[src/hdl/wide_passive_load_map.vh]
// constants for the wide passive configuration loader
`ifndef WIDE_PASSIVE_LOAD_MAP_VH
`define WIDE_PASSIVE_LOAD_MAP_VH
`define CLK_PERIOD_NS 10
`define REQ_TO_LOW_NS 600
`define REQ_TO_LOW_CYC ((`REQ_TO_LOW_NS) / (`CLK_PERIOD_NS))
`define STATUS_MIN_US 268
`define STATUS_MIN_CYC ((`STATUS_MIN_US * 1000 + `CLK_PERIOD_NS - 1) / `CLK_PERIOD_NS)
`define STATUS_MAX_US 1506
`define STATUS_MAX_CYC ((`STATUS_MAX_US * 1000) / (`CLK_PERIOD_NS))
`define INIT_MIN_US 175
`define INIT_MIN_CYC ((`INIT_MIN_US * 1000 + `CLK_PERIOD_NS - 1) / `CLK_PERIOD_NS)
`define INIT_MAX_US 437
`define INIT_MAX_CYC ((`INIT_MAX_US * 1000) / (`CLK_PERIOD_NS))
`define USER_CLK_DELAY_PERIODS 4
`define USER_INIT_PERIODS 8576
`define WIDTH_8 2'h0
`define WIDTH_16 2'h1
`define WIDTH_32 2'h2
`define END_FALLS 2
`endif

[src/hdl/wide_passive_load.v]
// fast passive parallel configuration loader, device side
`timescale 1ns/1ps
`include "wide_passive_load_map.vh"
module wide_passive_load #(
	parameter [17:0] STATUS_MIN = `STATUS_MIN_CYC,
	parameter [17:0] STATUS_MAX = `STATUS_MAX_CYC,
	parameter [17:0] INIT_CYC = `INIT_MIN_CYC,
	parameter [31:0] IMAGE_WORDS = 32'h00000010
) (
	// clock and reset
	input wire ref_clk,
	input wire rstn,
	// configuration link
	input wire config_request_n,
	input wire status_in_n,
	input wire config_clock,
	input wire [31:0] config_data,
	input wire user_init_clock,
	// scheme select
	input wire [1:0] scheme_select,
	input wire decrypt_en,
	input wire decompress_en,
	input wire user_clock_init_en,
	input wire init_done_pin_en,
	// status pins
	output reg status_n_out,
	output reg status_n_oe,
	output reg load_done_out,
	output reg load_done_oe,
	output reg init_done_n,
	output reg init_done_oe,
	output reg user_mode,
	// loaded words
	output reg [31:0] word_q,
	output reg word_valid_q
);
	localparam [2:0] ST_POR = 3'h0, ST_RESET = 3'h1, ST_WAIT = 3'h2,
		ST_LOAD = 3'h3, ST_TAIL = 3'h4, ST_INIT = 3'h5, ST_USER = 3'h6;
	reg [2:0] st_q;
	reg [1:0] req_s, sts_s, dck_s, uck_s;
	reg dck_q, uck_q;
	reg [17:0] cnt_q;
	reg [3:0] phase_q;
	reg [31:0] words_q;
	reg [1:0] falls_q;
	reg [13:0] ucnt_q;
	reg [3:0] ratio;
	reg [31:0] dat_s0, dat_s1;
	reg [31:0] lane_d;
	wire req_n = req_s[1];
	wire dck_rise = dck_s[1] & ~dck_q;
	wire dck_fall = ~dck_s[1] & dck_q;
	wire uck_rise = uck_s[1] & ~uck_q;
	always @* begin
		ratio = 4'h1;
		if (scheme_select == `WIDTH_8) begin
			if (decompress_en)
				ratio = 4'h2;
		end else if (scheme_select == `WIDTH_16) begin
			if (decompress_en)
				ratio = 4'h4;
			else if (decrypt_en)
				ratio = 4'h2;
		end else begin
			if (decompress_en)
				ratio = 4'h8;
			else if (decrypt_en)
				ratio = 4'h4;
		end
	end
	// narrow schemes carry only their low lanes, the rest reads as zero
	always @* begin
		lane_d = dat_s1;
		if (scheme_select == `WIDTH_8)
			lane_d = {24'h000000, dat_s1[7:0]};
		else if (scheme_select == `WIDTH_16)
			lane_d = {16'h0000, dat_s1[15:0]};
	end
	// data rides the same two stages as the clock so they stay aligned
	always @(posedge ref_clk or negedge rstn) begin
		if (!rstn) begin
			req_s <= 2'h0;
			dat_s0 <= 32'h00000000;
			dat_s1 <= 32'h00000000;
			sts_s <= 2'h0;
			dck_s <= 2'h0;
			uck_s <= 2'h0;
			dck_q <= 1'b0;
			uck_q <= 1'b0;
		end else begin
			req_s <= {req_s[0], config_request_n};
			sts_s <= {sts_s[0], status_in_n};
			dck_s <= {dck_s[0], config_clock};
			uck_s <= {uck_s[0], user_init_clock};
			dat_s0 <= config_data;
			dat_s1 <= dat_s0;
			dck_q <= dck_s[1];
			uck_q <= uck_s[1];
		end
	end
	always @(posedge ref_clk or negedge rstn) begin
		if (!rstn) begin
			st_q <= ST_POR;
			cnt_q <= 18'h00000;
			phase_q <= 4'h0;
			words_q <= 32'h00000000;
			falls_q <= 2'h0;
			ucnt_q <= 14'h0000;
			status_n_out <= 1'b0;
			status_n_oe <= 1'b1;
			load_done_out <= 1'b0;
			load_done_oe <= 1'b1;
			init_done_n <= 1'b0;
			init_done_oe <= 1'b0;
			user_mode <= 1'b0;
			word_q <= 32'h00000000;
			word_valid_q <= 1'b0;
		end else begin
			word_valid_q <= 1'b0;
			if (st_q != ST_POR && st_q != ST_RESET && !req_n) begin
				st_q <= ST_RESET;
				cnt_q <= 18'h00000;
				status_n_out <= 1'b0;
				status_n_oe <= 1'b1;
				load_done_out <= 1'b0;
				load_done_oe <= 1'b1;
				user_mode <= 1'b0;
				init_done_oe <= 1'b0;
			end else begin
				case (st_q)
				ST_POR, ST_RESET: begin
					status_n_out <= 1'b0;
					load_done_out <= 1'b0;
					if (cnt_q < STATUS_MAX)
						cnt_q <= cnt_q + 18'h00001;
					if (cnt_q >= STATUS_MIN && (req_n || cnt_q >= STATUS_MAX)
						&& req_n) begin
						status_n_out <= 1'b1;
						status_n_oe <= 1'b0;
						st_q <= ST_WAIT;
					end
				end
				ST_WAIT: begin
					phase_q <= 4'h0;
					words_q <= 32'h00000000;
					if (sts_s[1] && dck_rise) begin
						st_q <= ST_LOAD;
						phase_q <= (ratio == 4'h1) ? 4'h0 : 4'h1;
						word_q <= lane_d;
						word_valid_q <= 1'b1;
						words_q <= 32'h00000001;
					end
				end
				ST_LOAD: begin
					if (!sts_s[1]) begin
						st_q <= ST_RESET;
						status_n_out <= 1'b0;
						status_n_oe <= 1'b1;
						cnt_q <= 18'h00000;
					end else if (words_q == IMAGE_WORDS) begin
						st_q <= ST_TAIL;
					end else if (dck_rise) begin
						if (phase_q == 4'h0) begin
							word_q <= lane_d;
							word_valid_q <= 1'b1;
							words_q <= words_q + 32'h00000001;
						end
						phase_q <= (phase_q + 4'h1 == ratio) ? 4'h0 :
							phase_q + 4'h1;
					end
				end
				ST_TAIL: begin
					if (dck_rise && phase_q != 4'h0)
						phase_q <= (phase_q + 4'h1 == ratio) ? 4'h0 :
							phase_q + 4'h1;
					else if (phase_q == 4'h0) begin
						load_done_out <= 1'b1;
						load_done_oe <= 1'b0;
						falls_q <= 2'h0;
						cnt_q <= 18'h00000;
						ucnt_q <= 14'h0000;
						st_q <= ST_INIT;
					end
				end
				ST_INIT: begin
					if (init_done_pin_en) begin
						init_done_oe <= 1'b1;
						init_done_n <= 1'b0;
					end
					if (dck_fall && falls_q != `END_FALLS)
						falls_q <= falls_q + 2'h1;
					if (falls_q == `END_FALLS) begin
						if (user_clock_init_en) begin
							if (uck_rise)
								ucnt_q <= ucnt_q + 14'h0001;
							if (ucnt_q == 14'd`USER_INIT_PERIODS)
								st_q <= ST_USER;
						end else begin
							cnt_q <= cnt_q + 18'h00001;
							if (cnt_q == INIT_CYC)
								st_q <= ST_USER;
						end
					end
				end
				default: begin
					user_mode <= 1'b1;
					init_done_n <= 1'b1;
				end
				endcase
			end
		end
	end
endmodule // wide_passive_load

[config.mk]
export PLATFORM = sky130hd
export DESIGN_NAME = wide_passive_load
export DESIGN_NICKNAME = d
export VERILOG_FILES = /design/src/hdl/wide_passive_load.v
export VERILOG_INCLUDE_DIRS = /design/src /design/src/hdl
export SDC_FILE = /design/constraint.sdc
export NUM_CORES = 1
export LEC_CHECK = 0
export BUFFER_PORTS_ARGS = -buffer_cell sky130_fd_sc_hd__clkbuf_2
export CAP_MARGIN = 40
export CORE_MARGIN = 4
export CORE_UTILIZATION = 30
export DETAILED_ROUTE_END_ITERATION = 7
export PLACE_DENSITY = 0.47
export SETUP_SLACK_MARGIN = 0.15
export SLEW_MARGIN = 25
export SYNTH_ARGS = -nofsm -noshare
export SYNTH_HDL_FRONTEND = slang
export SYNTH_SLANG_ARGS = --single-unit
export TNS_END_PERCENT = 30
[constraint.sdc]
create_clock -name ref_clk -period 7.7 [get_ports ref_clk]
set_input_delay 1.155 -clock ref_clk [delete_from_list [all_inputs] [get_ports ref_clk]]
set_output_delay 1.155 -clock ref_clk [all_outputs]
set_load 0.01 [all_outputs]
==> reports/results.md <==
Run status
• complete, no violations — outcome

Final layout
• 17.7% — layout cell share with drive strength beyond 1
• 0.00930 sq mm — final std cell area, no fill
• 185 x dfrtp_1, 103 x nand2_1, 82 x clkbuf_2 — most used cells in the layout excluding fill and tap cells
• dfrtp_1 — leading cell type in the layout, fill and taps excluded
• 0 — number of diodes added for antenna fixing
• 880 — total number of nets in the final design
• 18.2% — area delta synth->final
• 36.5% — final design utilization

Floorplan
• 30.9% — initial core utilization
• 0.0255 sq mm — Core ar.
• 84 — number of top-level pins
• 58 — Rows
• 170 microns — horizontal die dimension
• 170 microns — height of the die
• 0.0289 sq mm — floorplan die area

Yosys
• 187 — post-synthesis register bit count
• 59.5% — sequential-to-total area share from yosys stat
• 10.5 sq um — Post-Syn Area per Cell
• dfrtp_1 — prevailing post-synth register cell
• 58 — count of distinct cell types in the synthesized netlist
• 746 — post-synthesis instance total
• 0 — EDFF count, synth
• 100% — post-synthesis async set-or-reset flop share
• 0.00786 sq mm — area of the mapped netlist
• 803 — post-synthesis net count
• 0 — number of warning messages in the yosys log

GRT
• 0 — number of antenna violations at the first check in global routing
• 83 — pin count of the biggest net entering global routing
• 0 — grt ovf
• 12.6% — global router's overall resource usage
• 29.6 mm — first-pass GRT wire length
• 5569 — number of global-route vias before repair

STA
• 3130 ps — Final Critical Period
• 0 — number of pins with negative max-slew slack in the final report
• 58.7% — Worst slew margin
• 0 — setup-violating endpoint count in the final report
• 0 — number of hold violations in the final report
• 40.6% — fin crit share
• 320 MHz — peak clock frequency supported by timing
• 347 ps — Min Hold Slack
• 611 ps — transition time of the tightest slew-check pin
• 0 ps — setup TNS after final layout
• no — setup repair after global routing missed its margin
• 15.0 ps — Setup Skew

Routing
• 0 — Post-route DRC
• 457 — number of DRC markers after the initial detailed-route iteration
• 5570 — via count
• 14.9 microns — detail-routed net length per standard cell
• 17.4 mm — detailed-route wire length
• 4.78 — detail-routed via count per cell
• 4 — length of the first detailed-routing pass in iterations
• 0 — DRT antenna net count

Power
• 212 mW/mm^2 — power density over the cells
• 1.97 mW — Total Power
• 138 uV — worst-case vdd ir drop
• 4.22 nW — Static Leakage

Worst setup path
• 17 — largest fanout of any net on the critical path
• st_q[2] — worst flop-to-flop path startpoint
• 3490 ps — Data arrival, critical path
• flop — Worst Setup End Kind
• st_q[2] — startpoint of the most critical setup path
• flop to flop — worst setup path class
• 8060 ps — required time reported for the critical path endpoint
• flop — element type at the critical path start

CTS
• 0 — number of setup buffers added after CTS
• done — TritonCTS clock tree
• clkbuf_16 — buffer cell driving the clock tree root
• 80 ps — clock slew seen by the registers of the worst setup and hold paths
• 17 — clock buffers created by TritonCTS
• 187 — clock sink count
• 4 — depth of the CTS H-tree
• 440 ps — clock latency reported for the late side of the worst-skew pair
• 0 — Post-CTS Hold Buffers
• 0 — PostCTS Resize Cnt
• 2 — Bufs on Longest Clock Path

Run
• 0 — number of max-capacitance violations reported

Placement
• 83 — count of buffers inserted at the top-level ports
• 11.8 mm — post-detailed-placement half-perimeter wirelength
• 0.00864 sq mm — Cell Area, Placed
• 0.760 — routability congestion estimate from global placement

Worst hold path
• flop to flop — Worst Hold Class
• dat_s0[0] — Hold Startpoint

-- stage by stage --
step | std cells | worst slack [ps]
final | 1166 | 4570
after global placement | 1129 | 4300
after detailed placement | 1132 | 4390
after global routing | 1166 | 4140
after floorplan | 746 | 4990
after CTS | 1164 | 4530
-- synth_stat cells (all sizes together) (3+ instances only) --
cell / count / area share, %
a21oi: 21 / 1.3
a31oi: 9 / 0.72
and3: 15 / 1.2
buf: 10 / 0.83
clkbuf: 24 / 1.1
dfrtp: 185 / 59
ha: 13 / 2.1
inv: 20 / 0.95
mux2: 12 / 1.7
nand2: 103 / 4.9
nand2b: 6 / 0.48
nand3: 24 / 1.5
nand4: 18 / 1.4
nor2: 66 / 3.2
nor2b: 6 / 0.48
nor3: 15 / 0.95
nor4: 12 / 1.0
o211ai: 3 / 0.29
o21ai: 78 / 5.0
o31ai: 16 / 1.5
o32ai: 3 / 0.33
o41ai: 5 / 0.56
or2: 5 / 0.40
xnor2: 19 / 2.1
xor2: 17 / 1.9
-- state kept, by name, summed over array words and instances (netlist names), 3 cells and up --
| register | count |
|---|---|
| dat_s0 | 32 |
| dat_s1 | 32 |
| word_q | 32 |
| words_q | 32 |
| cnt_q | 18 |
| ucnt_q | 14 |
| phase_q | 4 |
| st_q | 3 |
-- critical path, stage by stage (launching register included) --
cell and delay, ps:
dfrtp_1 470, inv_1 170, ha_1 400, nor2_1 200, nor3_1 460, nand2_1 490, nor2_1 560, nand4_1 150
o21ai_0 160
-- logic make-up (layout without fill, tap and decap cells) --
kind of cell / after synthesis / count (layout) / share of synthesized area, %
DFF: 187 / 187 / 59.5
xor gates and xnor gates: 36 / 36 / 4.01
and+or+nand+nor: 289 / 289 / 17.5
adders and majority gates: 13 / 13 / 2.07
muxes: 12 / 12 / 1.72
buffers and inverters: 54 / 144 / 2.93
AOI/OAI and AO/OA: 155 / 155 / 12.2
-- per-layer routing --
layer  wire length, microns  share of wire, %  track usage (%)
met1                   8890                51             18.4
met2                   7650                44             19.1
met5                      0                 0                0
met3                    601               3.5             2.35
met4                    254               1.5             4.20
-- layout make-up --
| class | instances | area (sq um) |
|---|---|---|
| clock buffers | 17 | 425 |
| clock inverters | 15 | 205 |
| fillers | 2558 | 16200 |
| inverters | 20 | 75.1 |
| multi-input cells | 505 | 2960 |
| flip-flops and latches | 187 | 4680 |
| well taps | 330 | 413 |
| repair buffers | 92 | 537 |
-- path summary, 6_finish.rpt --
kind	end	slack (ps)	cells after the start
worst max register to register	ucnt_q[7]	4570	8
max in group asynchronous	words_q[19]	5710	4
worst min-delay path	dat_s1[0]	350	0
worst min register to register	dat_s1[0]	350	0
worst max-delay path	ucnt_q[7]	4570	8
min in group asynchronous	ucnt_q[2]	610	1
-- where the power goes --
group	switching [mW]	total, mW	internal (mW)
Combinational	0.0301	0.0461	0.0160
Clock	0.461	0.914	0.453
Sequential	0.00647	1.01	1.00
Power figures use the tool's default switching activity.
